**config.mk**
```make
export PLATFORM = sky130hd
export DESIGN_NAME = rx_port_video_qualifier
export DESIGN_NICKNAME = d
export VERILOG_FILES = /design/src/rx_qual_pkg.sv /design/src/video_fifo.sv /design/src/rx_port_video_qualifier.sv
export SDC_FILE = /design/constraint.sdc
export NUM_CORES = 1
export LEC_CHECK = 0
export ABC_AREA = 1
export BUFFER_PORTS_ARGS = -buffer_cell sky130_fd_sc_hd__buf_2
export CAP_MARGIN = 10
export CORE_MARGIN = 1.5
export CORE_UTILIZATION = 64
export DETAILED_ROUTE_END_ITERATION = 10
export MAX_ROUTING_LAYER = met4
export PLACE_DENSITY = 0.94
export SLEW_MARGIN = 10
export SYNTH_ARGS = -nofsm -noshare
export SYNTH_HDL_FRONTEND = slang
export SYNTH_HIERARCHICAL = 1
export SYNTH_SLANG_ARGS = --single-unit
export TNS_END_PERCENT = 1
```
**constraint.sdc**
```tcl
create_clock -name clock -period 14 [get_ports clock]
set_input_delay 2.8 -clock clock [delete_from_list [all_inputs] [get_ports clock]]
set_output_delay 2.8 -clock clock [all_outputs]
set_load 0.02 [all_outputs]
```
**src/rx_qual_pkg.sv**
```systemverilog
// constants and carrier types for the receive port video qualifier
// assumes a single core clock and an 8-bit register access port
// Notes on behaviour
// - eight-bit count of errored packets since last read; reading clears it.
// - port registers answer only when selected by port-select register 0x4C.
// - narrowing field: 00 normal, 01 reserved, 10 upper eight, 11 lower eight.
// - narrowing in ten-bit raw mode makes pixels eight-bit and packed so.
// - parity-discard bit (default one) truncates frame on parity error, else forwards.
// - line-size discard bit truncates frame when line length changes.
// - frame-size discard bit restarts the qualification frame count when lines per frame change; no frame is truncated.
// - after a frame-size change with qualified-discard set, forwarding resumes once frame threshold is met.
// - automatic polarity bit learns line and frame valid sense from video.
// - automatic polarity drops at least the first received frame.
// - without automatic polarity, sense comes from the two programmed bits.
// - line valid sense one means line valid is low during video.
// - frame valid sense one means frame valid is low during video.
// - qualified-discard bit drops packets while port is not qualified.
// - clear-count bit zeroes line metrics readback while unqualified.
// - qualified follows lock at threshold zero, else after threshold valid frames.
// - line length readback shows most recent received line length.
package rx_qual_pkg;
   localparam logic [7:0] PORT_SELECT_ADDR  = 8'h4c;
   localparam logic [7:0] ERR_TALLY_ADDR    = 8'h7b;
   localparam logic [7:0] VIDEO_CONFIG_ADDR = 8'h7c;
   localparam logic [7:0] QUAL_CONTROL_ADDR = 8'h7d;
   localparam logic [7:0] PORT_SELECT_RESET = 8'h01;
   localparam logic [7:0] VIDEO_CONFIG_RESET = 8'h20;
   localparam logic [7:0] QUAL_CONTROL_RESET = 8'h00;
   localparam logic [7:0] TALLY_MAX          = 8'hff;
   // video config fields
   localparam int NARROW_HI    = 7;
   localparam int NARROW_LO    = 6;
   localparam int PARITY_DROP  = 5;
   localparam int LINE_DROP    = 4;
   localparam int FRAME_DROP   = 3;
   localparam int AUTO_SENSE   = 2;
   localparam int LINE_SENSE   = 1;
   localparam int FRAME_SENSE  = 0;
   // qualify control fields
   localparam int QUAL_DROP    = 7;
   localparam int ZERO_METRICS = 6;
   localparam int THRESH_HI    = 1;
   localparam int THRESH_LO    = 0;
   localparam logic [1:0] NARROW_UPPER = 2'b10;
   localparam logic [1:0] NARROW_LOWER = 2'b11;
   localparam int FIFO_DEPTH = 4;

   typedef struct packed {
      logic       sof;
      logic       sol;
      logic       eight_bit;
      logic [9:0] data;
   } pixel_word_t;

   typedef struct packed {
      logic       wr;
      logic       rd;
      logic [7:0] addr;
      logic [7:0] wdata;
   } reg_req_t;

   typedef enum logic [1:0] {
      FRAME_IDLE   = 2'b00,
      FRAME_ACTIVE = 2'b01,
      FRAME_TRUNC  = 2'b10
   } frame_state_t;
endpackage

```
**src/video_fifo.sv**
```systemverilog
// small fifo with registered output stage and registered full flag
// assumes one clock; depth a power of two
`timescale 1ns/1ps
`default_nettype none
module video_fifo #(
   parameter int WIDTH = 13,
   parameter int DEPTH = 4
) (
   input  wire logic             clock,
   input  wire logic             rst,
   input  wire logic             in_valid,
   output var  logic             in_ready,
   input  wire logic [WIDTH-1:0] in_data,
   output var  logic             out_valid,
   input  wire logic             out_ready,
   output var  logic [WIDTH-1:0] out_data
);
   localparam int AW = $clog2(DEPTH);
   logic [WIDTH-1:0] mem [DEPTH];
   logic [AW-1:0]    wr_ptr;
   logic [AW-1:0]    rd_ptr;
   logic [AW:0]      count;
   logic [AW:0]      next_count;
   logic             push;
   logic             pop;

   assign push = in_valid & in_ready;
   assign pop = (count != '0) & (~out_valid | out_ready);
   assign next_count = count + {{AW{1'b0}}, push} - {{AW{1'b0}}, pop};

   always_ff @(posedge clock) begin
      if (push) begin
         mem[wr_ptr] <= in_data;
      end
   end

   always_ff @(posedge clock or posedge rst) begin
      if (rst) begin
         wr_ptr <= '0;
         rd_ptr <= '0;
         count <= '0;
         in_ready <= 1'b0;
      end else begin
         if (push) wr_ptr <= wr_ptr + 1'b1;
         if (pop) rd_ptr <= rd_ptr + 1'b1;
         count <= next_count;
         // registered full keeps the ready path free of logic
         in_ready <= (next_count != DEPTH[AW:0]);
      end
   end

   always_ff @(posedge clock or posedge rst) begin
      if (rst) begin
         out_valid <= 1'b0;
         out_data <= '0;
      end else if (pop) begin
         out_valid <= 1'b1;
         out_data <= mem[rd_ptr];
      end else if (out_ready) begin
         out_valid <= 1'b0;
      end
   end
endmodule // video_fifo
`default_nettype wire

```
**src/rx_port_video_qualifier.sv**
```systemverilog
// one receive port: error tally, polarity, narrowing, truncation, qualification
// assumes video, lock and fault inputs come from receiver logic on this clock
`timescale 1ns/1ps
`default_nettype none
module rx_port_video_qualifier
   import rx_qual_pkg::*;
#(
   parameter int PORT_INDEX = 0,
   parameter int LEN_W      = 16
) (
   input  wire logic                      clock,
   input  wire logic                      rst,
   input  wire rx_qual_pkg::reg_req_t     reg_req,
   output var  logic [7:0]                reg_rdata,
   input  wire logic                      rx_lock,
   input  wire logic                      ten_bit_raw_mode,
   input  wire logic                      line_valid_strobe,
   input  wire logic                      frame_valid_strobe,
   input  wire logic                      pix_valid,
   input  wire logic [9:0]                pix_data,
   output var  logic                      pix_ready,
   input  wire logic                      parity_fault,
   input  wire logic                      packet_error,
   output var  logic                      out_valid,
   input  wire logic                      out_ready,
   output var  rx_qual_pkg::pixel_word_t  out_word,
   output var  logic                      port_qualified,
   output var  logic [LEN_W-1:0]          line_length_readback,
   output var  logic [LEN_W-1:0]          line_count_readback
);
   import rx_qual_pkg::*;

   logic [7:0]       port_select;
   logic [7:0]       video_config;
   logic [7:0]       qual_control;
   logic [7:0]       packet_error_tally;
   logic             hit;
   logic             tally_read;
   frame_state_t     state;
   logic             fv_idle;
   logic             lv_idle;
   logic             learning;
   logic             learn_seen;
   logic             auto_q;
   logic             lock_q;
   logic             fv_inv;
   logic             lv_inv;
   logic             fv_act;
   logic             lv_act;
   logic             fv_act_q;
   logic             lv_act_q;
   logic             frame_start;
   logic             frame_end;
   logic             line_end;
   logic [LEN_W-1:0] len_cnt;
   logic [LEN_W-1:0] last_len;
   logic             have_len;
   logic [LEN_W-1:0] line_cnt;
   logic [LEN_W-1:0] last_lines;
   logic             have_lines;
   logic             line_change;
   logic             frame_change;
   logic             fault_now;
   logic             frame_good;
   logic [1:0]       good_frames;
   logic [1:0]       threshold;
   logic             first_pix;
   logic             first_line_pix;
   logic             fwd_ok;
   logic             fifo_in_valid;
   logic             fifo_in_ready;
   logic             narrow;
   pixel_word_t      in_word;
   logic [$bits(pixel_word_t)-1:0] fifo_out;

   function automatic logic [9:0] narrow_pixel(input logic [1:0] sel, input logic [9:0] pix);
      narrow_pixel = (sel == NARROW_UPPER) ? {2'b00, pix[9:2]} : {2'b00, pix[7:0]};
   endfunction

   // register access
   assign hit = port_select[PORT_INDEX];
   assign tally_read = reg_req.rd & hit & (reg_req.addr == ERR_TALLY_ADDR);
   assign threshold = qual_control[THRESH_HI:THRESH_LO];

   always_ff @(posedge clock or posedge rst) begin
      if (rst) begin
         port_select <= PORT_SELECT_RESET;
         video_config <= VIDEO_CONFIG_RESET;
         qual_control <= QUAL_CONTROL_RESET;
      end else if (reg_req.wr) begin
         if (reg_req.addr == PORT_SELECT_ADDR) port_select <= reg_req.wdata;
         if (hit && reg_req.addr == VIDEO_CONFIG_ADDR) video_config <= reg_req.wdata;
         if (hit && reg_req.addr == QUAL_CONTROL_ADDR) qual_control <= reg_req.wdata;
      end
   end

   always_ff @(posedge clock or posedge rst) begin
      if (rst) begin
         reg_rdata <= 8'h00;
      end else if (reg_req.rd) begin
         if (reg_req.addr == PORT_SELECT_ADDR) reg_rdata <= port_select;
         else if (!hit) reg_rdata <= 8'h00;
         else if (reg_req.addr == ERR_TALLY_ADDR) reg_rdata <= packet_error_tally;
         else if (reg_req.addr == VIDEO_CONFIG_ADDR) reg_rdata <= video_config;
         else if (reg_req.addr == QUAL_CONTROL_ADDR) reg_rdata <= qual_control;
         else reg_rdata <= 8'h00;
      end
   end

   // error tally: an error in the read cycle survives the clear
   always_ff @(posedge clock or posedge rst) begin
      if (rst) begin
         packet_error_tally <= 8'h00;
      end else if (tally_read) begin
         packet_error_tally <= packet_error ? 8'h01 : 8'h00;
      end else if (packet_error && packet_error_tally != TALLY_MAX) begin
         packet_error_tally <= packet_error_tally + 8'h01;
      end
   end

   // polarity learning; entering mid-frame mislearns, the next relock retries
   // a real start must be seen first: the switch to learned sense can fake one short frame
   always_ff @(posedge clock or posedge rst) begin
      if (rst) begin
         auto_q <= 1'b0;
         lock_q <= 1'b0;
         learning <= 1'b0;
         learn_seen <= 1'b0;
         fv_idle <= 1'b0;
         lv_idle <= 1'b0;
      end else begin
         auto_q <= video_config[AUTO_SENSE];
         lock_q <= rx_lock;
         if (video_config[AUTO_SENSE] && (!auto_q || (rx_lock && !lock_q))) begin
            learning <= 1'b1;
            learn_seen <= 1'b0;
            fv_idle <= frame_valid_strobe;
            lv_idle <= line_valid_strobe;
         end else if (!video_config[AUTO_SENSE]) begin
            learning <= 1'b0;
         end else if (learning && frame_start) begin
            learn_seen <= 1'b1;
            lv_idle <= line_valid_strobe;
         end else if (learning && frame_end && learn_seen) begin
            learning <= 1'b0;
         end
      end
   end

   assign fv_inv = video_config[AUTO_SENSE] ? fv_idle : video_config[FRAME_SENSE];
   assign lv_inv = video_config[AUTO_SENSE] ? lv_idle : video_config[LINE_SENSE];
   assign fv_act = frame_valid_strobe ^ fv_inv;
   assign lv_act = line_valid_strobe ^ lv_inv;
   assign frame_start = fv_act & ~fv_act_q;
   assign frame_end = ~fv_act & fv_act_q;
   assign line_end = ~lv_act & lv_act_q & fv_act;

   always_ff @(posedge clock or posedge rst) begin
      if (rst) begin
         fv_act_q <= 1'b0;
         lv_act_q <= 1'b0;
      end else begin
         fv_act_q <= fv_act;
         lv_act_q <= lv_act;
      end
   end

   // line and frame metrics
   assign line_change = line_end & have_len & (len_cnt != last_len);
   assign frame_change = frame_end & have_lines & (line_cnt != last_lines);

   always_ff @(posedge clock or posedge rst) begin
      if (rst) begin
         len_cnt <= '0;
         last_len <= '0;
         have_len <= 1'b0;
      end else if (line_end) begin
         len_cnt <= '0;
         last_len <= len_cnt;
         have_len <= 1'b1;
      end else if (pix_valid && fifo_in_ready && lv_act && fv_act) begin
         len_cnt <= len_cnt + 1'b1;
      end
   end

   always_ff @(posedge clock or posedge rst) begin
      if (rst) begin
         line_cnt <= '0;
         last_lines <= '0;
         have_lines <= 1'b0;
      end else if (frame_start) begin
         line_cnt <= '0;
      end else if (frame_end) begin
         last_lines <= line_cnt;
         have_lines <= 1'b1;
      end else if (line_end) begin
         line_cnt <= line_cnt + 1'b1;
      end
   end

   // truncation
   assign fault_now = (parity_fault & video_config[PARITY_DROP])
                    | (line_change & video_config[LINE_DROP])
                    | (frame_change & video_config[FRAME_DROP]);

   always_ff @(posedge clock or posedge rst) begin
      if (rst) begin
         state <= FRAME_IDLE;
      end else begin
         unique case (state)
            FRAME_IDLE: begin
               if (frame_start) state <= FRAME_ACTIVE;
            end
            FRAME_ACTIVE: begin
               if (frame_end) state <= FRAME_IDLE;
               else if (fault_now) state <= FRAME_TRUNC;
            end
            FRAME_TRUNC: begin
               if (frame_start) state <= FRAME_ACTIVE;
            end
            default: state <= FRAME_IDLE;
         endcase
      end
   end

   // qualification
   always_ff @(posedge clock or posedge rst) begin
      if (rst) begin
         frame_good <= 1'b0;
         good_frames <= 2'b00;
      end else if (!rx_lock) begin
         frame_good <= 1'b0;
         good_frames <= 2'b00;
      end else if (frame_change && video_config[FRAME_DROP]) begin
         frame_good <= 1'b0;
         good_frames <= 2'b00;
      end else if (frame_start) begin
         frame_good <= 1'b1;
      end else if (fault_now) begin
         frame_good <= 1'b0;
      end else if (frame_end && frame_good) begin
         frame_good <= 1'b0;
         if (good_frames != 2'b11) good_frames <= good_frames + 2'b01;
      end
   end

   always_ff @(posedge clock or posedge rst) begin
      if (rst) begin
         port_qualified <= 1'b0;
      end else begin
         port_qualified <= rx_lock & ((threshold == 2'b00) | (good_frames >= threshold));
      end
   end

   // metrics readback gated by qualification
   always_ff @(posedge clock or posedge rst) begin
      if (rst) begin
         line_length_readback <= '0;
         line_count_readback <= '0;
      end else if (qual_control[ZERO_METRICS] && !port_qualified) begin
         line_length_readback <= '0;
         line_count_readback <= '0;
      end else begin
         line_length_readback <= last_len;
         line_count_readback <= last_lines;
      end
   end

   // forwarding path
   assign fwd_ok = (state == FRAME_ACTIVE) & fv_act & lv_act & ~learning & ~fault_now
                 & ~frame_start & ~(qual_control[QUAL_DROP] & ~port_qualified);
   assign fifo_in_valid = pix_valid & fwd_ok;
   assign narrow = ten_bit_raw_mode & video_config[NARROW_HI];

   always_comb begin
      in_word.sof = first_pix;
      in_word.sol = first_line_pix | (lv_act & ~lv_act_q);
      in_word.eight_bit = narrow;
      in_word.data = narrow ? narrow_pixel(video_config[NARROW_HI:NARROW_LO], pix_data) : pix_data;
   end

   always_ff @(posedge clock or posedge rst) begin
      if (rst) begin
         first_pix <= 1'b0;
         first_line_pix <= 1'b0;
      end else begin
         if (frame_start) first_pix <= 1'b1;
         else if (fifo_in_valid && fifo_in_ready) first_pix <= 1'b0;
         if (fifo_in_valid && fifo_in_ready) first_line_pix <= 1'b0;
         else if (lv_act && !lv_act_q) first_line_pix <= 1'b1;
      end
   end

   // the source stalls on a full fifo, so pixels are never lost to back-pressure
   video_fifo #(
      .WIDTH ($bits(pixel_word_t)),
      .DEPTH (FIFO_DEPTH)
   ) u_fifo (
      .clock     (clock),
      .rst       (rst),
      .in_valid  (fifo_in_valid),
      .in_ready  (fifo_in_ready),
      .in_data   (in_word),
      .out_valid (out_valid),
      .out_ready (out_ready),
      .out_data  (fifo_out)
   );

   assign pix_ready = fifo_in_ready;
   assign out_word = pixel_word_t'(fifo_out);

   // checks
   chk_tally_saturates: assert property (@(posedge clock) disable iff (rst)
      packet_error_tally == TALLY_MAX && packet_error && !tally_read |=> packet_error_tally == TALLY_MAX)
      else $error("error tally wrapped");
   chk_tally_read_clears: assert property (@(posedge clock) disable iff (rst)
      tally_read && !packet_error |=> packet_error_tally == 8'h00 && $past(packet_error_tally) == reg_rdata)
      else $error("tally read did not return and clear");
   chk_parity_truncates: assert property (@(posedge clock) disable iff (rst)
      state == FRAME_ACTIVE && parity_fault && video_config[PARITY_DROP] && !frame_end
      |=> state == FRAME_TRUNC)
      else $error("parity error did not truncate");
   chk_trunc_no_forward: assert property (@(posedge clock) disable iff (rst)
      state == FRAME_TRUNC && !frame_start |-> !fifo_in_valid)
      else $error("pixel pushed in truncated frame");
   chk_qual_drop: assert property (@(posedge clock) disable iff (rst)
      fifo_in_valid && qual_control[QUAL_DROP] |-> port_qualified)
      else $error("pixel forwarded while unqualified");
   chk_zero_metrics: assert property (@(posedge clock) disable iff (rst)
      qual_control[ZERO_METRICS] && !port_qualified |=> line_length_readback == '0 && line_count_readback == '0)
      else $error("metrics not zeroed");
   chk_lock_qualifies: assert property (@(posedge clock) disable iff (rst)
      threshold == 2'b00 && rx_lock ##1 threshold == 2'b00 && rx_lock |=> port_qualified)
      else $error("lock did not qualify at zero threshold");
   chk_narrow_upper: assert property (@(posedge clock) disable iff (rst)
      fifo_in_valid && ten_bit_raw_mode && video_config[NARROW_HI:NARROW_LO] == NARROW_UPPER
      |-> in_word.data == {2'b00, pix_data[9:2]} && in_word.eight_bit)
      else $error("upper narrowing wrong");
   chk_learn_drops: assert property (@(posedge clock) disable iff (rst)
      learning |-> !fifo_in_valid)
      else $error("pixel forwarded while learning polarity");
   chk_fixed_sense: assert property (@(posedge clock) disable iff (rst)
      !video_config[AUTO_SENSE] |-> fv_inv == video_config[FRAME_SENSE] && lv_inv == video_config[LINE_SENSE])
      else $error("fixed polarity not used");
endmodule // rx_port_video_qualifier
`default_nettype wire

```
==> parameters.txt, run 1 <==
Parameter                              Value

Status
  Outcome ... finished clean

Global routing
  Overflow after GRT ... 0
  Largest net degree at the start of global routing ... 94
  Vias in the first global route ... about 8400
  Antenna violations before repair ... 1
  Wire length of the first global-routing pass ... between 30 and 40 mm
  GRT Total Usage ... roughly 29%

Synthesis
  Yosys reg bits ... between 200 and 250
  Average cell area after synthesis ... between 8 and 9 µm²
  Ranking of synthesized cells by area ... dfrtp_1 (41%), edfxtp_1 (15%), nand2_1 (13%)
  Count of synthesis-stage warnings from yosys ... 6
  Most used standard cells in the synthesized netlist ... nand2_1 (356), inv_1 (191), dfrtp_1 (174)
  Cell with the most instances after synthesis ... nand2_1
  Sequential share of the synthesized area ... between 50% and 60%
  Top FF cell, synth ... dfrtp_1
  Synthesized cell area ... ~0.011 mm²
  Number of standard cells after synthesis ... 1232
  Cell accounting for the most synthesized area ... dfrtp_1
  Top cell type's share of synthesized area ... 40.8%
  Distinct cell type count of the synthesized netlist ... 52
  FFs w/ async S/R, synth ... between 70% and 80%
  Syn_nets ... about 1300
  Number of flops mapped to enable cells by yosys ... 52

Setup path
  Biggest fanout along the worst timing path ... 37
  Critical path arrival ... 5.26 ns
  Worst reg-to-reg path cell count ... 11
  Type of destination of the critical path ... register
  Type of element launching the critical path ... input pin
  Gate family responsible for the most delay along the worst path ... simple AND/OR/NAND/NOR gates
  Delay of the slowest cell on the worst path ... 1.01 ns
  Cell depth of the worst setup path ... 11
  Count of buffering cells on the critical path with inverters included ... 2
  Classification of the worst setup path ... input pin to register
  Worst setup slack for register-to-register paths ... about 11 ns
  Critical-path cell list ... buf_2 -> inv_1 -> nand2_2 -> nand2_4 -> nand2_4 -> nor2_2 -> a21oi_2 -> nand2_1 -> nor3_1 -> nand2_1 -> nor2_1
  Slowest CP cell ... nor2_1
  Required arrival time at the worst endpoint ... about 14 ns

Detailed routing
  Overall routed net length ... 23.9 mm
  Per-cell routed wire length ... 15.4 µm
  Pre-Repair DR Iteration Count ... 5
  First DRT Iteration DRCs ... 810
  Post-route ant nets ... 0
  Overall via count from detail_route ... 8633
  Post-detailed-route DRC marker count ... 0
  Number of vias per cell after detailed routing ... around 5.6

Place
  Hpwl dp ... 15.5 mm
  GP Congestion ... slightly below 0.9
  Count of buffers inserted at the top-level ports ... 93
  Worst setup slack before clock tree synthesis ... about 8.4 ns

Floorplan
  Core area ... about 0.016 mm²
  Initial core utilization ... 64.9%
  Floorplan die width ... ~130 µm
  Area of the die ... approximately 0.017 mm²
  IO Count ... between 90 and 100
  Vert. Die Dim ... approximately 130 µm
  Number of standard-cell rows in the floorplan ... 47

Timing
  Final hold violation count ... 0
  Final Setup Violations ... 0
  Pin slew with the least headroom to its limit ... 1.26 ns
  Max-Slew Margin vs Limit ... roughly 16%
  Clk_skew ... between 0.01 and 0.015 ns
  Final clock period utilization by the worst path ... between 30% and 40%
  Fin Setup TNS ... 0 ns
  Highest clock rate ... about 200 MHz
  Unrepaired setup endpoints after global routing ... no
  Minimum period implied by the final worst setup slack ... around 5.1 ns
  Smallest setup slack after layout ... ~8.9 ns
  Final number of max-transition violations ... 0

Pwr
  Switching pwr ... 0.545 mW
  Power Density ... between 150 and 200 mW/mm²
  Sequential power share ... between 40% and 50%
  Pint ... ~1.3 mW
  Clock share of power ... 36.7%
  Peak ir drop on the vdd network ... 96.4 µV
  Combinational cell fraction of total power ... between 10% and 20%
  Leakage Power ... just over 6 nW
  Switching share of power ... around 30%

Final layout
  Sequential cell area ... ~0.006 mm²
  Fraction of layout cells with a size suffix above 1 ... a little over an eighth
  Layout net count ... around 1400
  Area growth from synthesis to layout ... 12.9%
  Area of combinational cells with multiple inputs ... about 0.0038 mm²
  Number of fill cells ... 1100
  Post-route core utilization ... ~73%

Clock tree
  Post_cts resized ... 0
  Number of sinks handled by clock tree synthesis ... ~230
  Clock network latency to the later pin of the worst-skew pair ... 0.52 ns
  TritonCTS buffer count ... 23
  Total of hold buffers inserted after clock tree synthesis ... 0
  Root buf cell ... clkbuf_16
  CTS tree ... done
  Clk pin slew, worst setup/hold paths ... ~0.060 ns
  Buffer depth of the longest clock path ... 3
  Htree depth ... 1
  Post-CTS repair timing setup buffer count ... 0

Job
  Max-cap violations ... 0

Worst hold path
  Type of the most critical hold path ... register to register
  Worst Hold Depth ... 2
[layout by cell type (no fill, tap or decap), drive strengths merged, types with 2 or more instances in the layout]
cell type and n:
a21boi 3, clkbuf 33, buf 95, nand2 367, bufinv 5, o211ai 5, nand3 53, o22ai 2
xor2 18, inv 199, dfrtp 174, o221ai 3, nor4 3, clkinv 3, or2 3, nor2 115
a31oi 7, dfstp 2, mux2 2, edfxtp 52, nand4 17, nor3 25, ha 12, o21ai 92
a21oi 30, o21a 4
[layout make-up]
class | count | area share, %
sequential | 228 | 49.5
multi-input combinational | 770 | 31.1
inverter | 199 | 6.30
clock buffer | 33 | 5.44
timing repair buffer | 95 | 3.98
tap | 220 | 2.28
clock inverter | 8 | 1.37
antenna | 1 | 0.0207
[flip-flops by register name, indices dropped and copies added, names as in the netlist, 3 cells and up]
signal                cells
u_fifo/mem               52
last_len                 16
last_lines               16
len_cnt                  16
line_cnt                 16
line_count_readback      16
line_length_readback     16
u_fifo/out_data          13
packet_error_tally        8
port_select               8
qual_control              8
reg_rdata                 8
video_config              8
u_fifo/count              3
[power by group through the flow]
stage	logic (mW)	registers [mW]	clock network, mW
CTS	0.340	0.806	0.673
finish	0.342	0.807	0.667
floorplan	0.244	0.822	0
global route	0.377	0.816	0.700
detailed placement	0.333	0.817	0
global placement	0.314	0.814	0
[worst paths after layout]
check | startpoint | to
max | frame_valid_strobe | u_fifo/mem[0][0]
min | u_fifo/out_data[4] | u_fifo/out_data[4]
max reg2reg | video_config[2] | u_fifo/mem[0][0]
min reg2reg | u_fifo/out_data[4] | u_fifo/out_data[4]
max in group asynchronous | rst | last_len[7]
min in group asynchronous | rst | line_count_readback[12]
[worst register-to-register path: stages, from the launching register on]
cell     delay, ns
dfrtp_1       0.51
nand2_2       0.14
o21ai_1       0.09
nand2_1       0.12
nand2_4       0.12
nand2_4       0.31
nor2_2        0.08
a21oi_2       0.19
nand2_1       0.12
nor3_1        0.15
nand2_1       0.23
nor2_1        1.01
[metrics by stage]
step | total power, mW | area (µm²) | instances | hold WS, ns
floorplan | 1.07 | 10700 | 1232 | 0.374
detailed placement | 1.15 | 11200 | 1512 | 0.460
global placement | 1.13 | 11200 | 1512 | 0.447
finish | 1.82 | 12100 | 1554 | 0.480
CTS | 1.82 | 12100 | 1553 | 0.477
global route | 1.89 | 12100 | 1554 | 0.490
[per-layer routing]
layer | up-vias | share of wire [%] | global-route usage [%]
met3 | 76 | 7.2 | 3.61
met4 | 0 | 3.4 | 10.6
li1 | 4047 | - | -
met5 | - | 0 | -
met1 | 4089 | 40 | 35.9
met2 | 421 | 50 | 48.4
[cell families (layout without fill, tap and decap cells)]
logic type                 Yosys count  in the layout  share of synthesized area, %
adders and majority gates           13             13                          1.59
muxes                                2              2                         0.211
AOI/OAI and AO/OA                  151            151                          7.80
xor gates and xnor gates            19             19                          1.56
and+or+nand+nor                    585            585                          24.0
buffers and inverters              234            335                          9.00
DFF                                228            228                          55.9
other                                0              1                             0
Power figures use the tool's default switching activity.
==> run 2: changes to the inputs <==
- CORE_UTILIZATION: 64 -> 60
- PLACE_DENSITY: 0.94 -> 0.89
- clock period: 14 -> 5.1 ns (I/O delays scaled with it)
==> run 2 against run 1 <==
Effect of this change: via count shrank 3.9%; final cell count grew 0.58%; register-to-register slack lost 8.9 ns; power grew to 2.7 times the previous value; clock skew shrank 0.0060 ns; final area is essentially flat; non-clock buffer count grew 2; clock-buffer cell count grew 1; sequential share of layout area is essentially flat; critical endpoint is now u_fifo/in_ready; largest power group unchanged.
==> parameters.txt, run 2 (synthesized netlist as in run 1, its figures left out) <==
Parameter                              Value

Global routing
  Antenna violations before repair ... 0
  Largest net degree at the start of global routing ... ~160
  Vias in the first global route ... ~8000
  Overflow after GRT ... 0
  Wire length of the first global-routing pass ... 36.6 mm
  GRT Total Usage ... about 25%

Timing
  Final clock period utilization by the worst path ... about two thirds
  Smallest setup slack after layout ... around 1.6 ns
  Final hold violation count ... 0
  Final number of max-transition violations ... 0
  Highest clock rate ... roughly 290 MHz
  Minimum period implied by the final worst setup slack ... approximately 3.5 ns
  Final Setup Violations ... 0
  Max-Slew Margin vs Limit ... between 20% and 30%
  Fin Setup TNS ... 0 ns
  Unrepaired setup endpoints after global routing ... no
  Clk_skew ... 0.00807 ns
  Final worst hold slack ... 0.473 ns
  Pin slew with the least headroom to its limit ... 1.06 ns

Final layout
  # diodes ... 0
  Most common cell after layout, fill and taps aside ... nand2_1
  Layout net count ... about 1400
  Summed area of non-filler cells in the final layout ... between 0.01 and 0.015 mm²
  Fraction of layout cells with a size suffix above 1 ... 13.8%
  Number of flip-flops under the largest register name ... between 50 and 60
  Number of fill cells ... around 1300
  Register bank with the most flops ... u_fifo/mem
  Commonest cells after routing, fill and taps aside ... nand2_1 (356), inv_1 (190), dfrtp_1 (174)
  Area growth from synthesis to layout ... 13.0%
  Sequential cell area ... around 0.006 mm²
  Area of combinational cells with multiple inputs ... about 0.0038 mm²

Detailed routing
  Number of vias per cell after detailed routing ... about 5.3
  Overall routed net length ... roughly 22 mm
  Post-route ant nets ... 0
  Post-detailed-route DRC marker count ... 0
  Overall via count from detail_route ... roughly 8300
  First DRT Iteration DRCs ... about 600
  Per-cell routed wire length ... 14.2 µm
  Pre-Repair DR Iteration Count ... 5

Setup path
  Biggest fanout along the worst timing path ... 37
  Type of element launching the critical path ... register
  Required arrival time at the worst endpoint ... approximately 5.5 ns
  Classification of the worst setup path ... register to register
  Critical path arrival ... between 3 and 4 ns
  Worst setup slack for register-to-register paths ... ~1.6 ns
  Type of destination of the critical path ... register

Floorplan
  Floorplan die width ... roughly 140 µm
  Number of standard-cell rows in the floorplan ... 48
  Initial core utilization ... roughly three fifths
  IO Count ... 94
  Core area ... approximately 0.017 mm²
  Vert. Die Dim ... 136 µm
  Area of the die ... ~0.019 mm²

Clock tree
  Total of hold buffers inserted after clock tree synthesis ... 0
  Htree depth ... 1
  Root buf cell ... clkbuf_16
  Clk pin slew, worst setup/hold paths ... roughly 0.060 ns
  Number of sinks handled by clock tree synthesis ... ~230
  Clock network latency to the later pin of the worst-skew pair ... 0.51 ns
  Buffer depth of the longest clock path ... 3
  Post-CTS repair timing setup buffer count ... 0
  CTS tree ... done
  Post_cts resized ... 0
  TritonCTS buffer count ... 24

Pwr
  Switching share of power ... 30.4%
  Combinational cell fraction of total power ... around a fifth
  Peak ir drop on the vdd network ... between 200 and 300 µV
  Leakage Power ... roughly 6.0 nW
  Pint ... ~3.4 mW
  Power Density ... between 400 and 500 mW/mm²
  Sequential power share ... between 40% and 50%
  Switching pwr ... around 1.5 mW
  Clock share of power ... 35.5%

Worst hold path
  Type of the most critical hold path ... register to register

Place
  Area after DPL ... roughly 0.011 mm²
  Hpwl dp ... ~15 mm
  Count of buffers inserted at the top-level ports ... 93
  GP Congestion ... between 0.9 and 1
  Worst setup slack before clock tree synthesis ... ~1.2 ns

Job
  Max-cap violations ... 0

Status
  Outcome ... finished clean
-- run 2: cell types whose count changed in the layout (fill, tap and decap cells not counted), moves of 2 or more --
| cell | delta |
|---|---|
| bufinv_16 | -3 |
| clkinvlp_4 | +3 |
| clkbuf_16 | +2 |
| clkinv_1 | +2 |
| nor2_1 | -2 |
| nor2_2 | +2 |
-- run 2: layer usage --
metal	routed length, µm	up-vias	global-route usage, %
met4	478	0	8.39
li1	-	4058	-
met3	1240	46	3.58
met5	0	-	-
met2	10900	275	41.6
met1	9530	3917	32.9
-- run 2: worst max-delay path: stages, from the launching register on --
cell	delay, ns
dfrtp_1	0.49
nand2_2	0.14
o21ai_1	0.09
nand2_1	0.12
nand2_4	0.12
nand2_4	0.30
nor2_2	0.09
a21oi_2	0.20
nand2_1	0.13
nor3_1	0.15
nand2_1	0.21
ha_1	0.37
inv_1	0.06
ha_1	0.21
fa_1	0.50
nor2_1	0.12
nand2_1	0.06
-- run 2: layout make-up --
type,count,share of cell area (%)
multi-input cells,770,31.2
clock buffers,34,5.71
clock inverters,10,0.850
flip-flops and latches,228,49.5
repair buffers,97,4.21
well taps,225,2.33
inverters,199,6.28
-- run 2: worst paths after layout --
kind | from | depth (start not counted) | end
min in group asynchronous | rst | 3 | line_count_readback[13]
max in group asynchronous | rst | 3 | len_cnt[6]
hold reg to reg | u_fifo/out_data[2] | 2 | u_fifo/out_data[2]
hold / removal | u_fifo/out_data[2] | 2 | u_fifo/out_data[2]
setup / recovery | video_config[2] | 16 | u_fifo/in_ready
setup reg to reg | video_config[2] | 16 | u_fifo/in_ready
-- run 2: stage by stage --
stage          util [%]  instances  total power [mW]
6_report           69.5       1563              4.87
4_1_cts            69.5       1563              4.89
3_5_place_dp       64.9       1519              3.15
3_3_place_gp       64.9       1519              3.11
5_1_grt            69.5       1563              5.13
2_1_floorplan         -       1232              2.93
-- run 2: power groups by stage --
stage | Clock (mW) | Combinational (mW) | Sequential, mW
floorplan | 0 | 0.671 | 2.26
global placement | 0 | 0.875 | 2.23
detailed placement | 0 | 0.913 | 2.24
CTS | 1.75 | 0.930 | 2.21
global route | 1.84 | 1.05 | 2.24
finish | 1.73 | 0.927 | 2.21
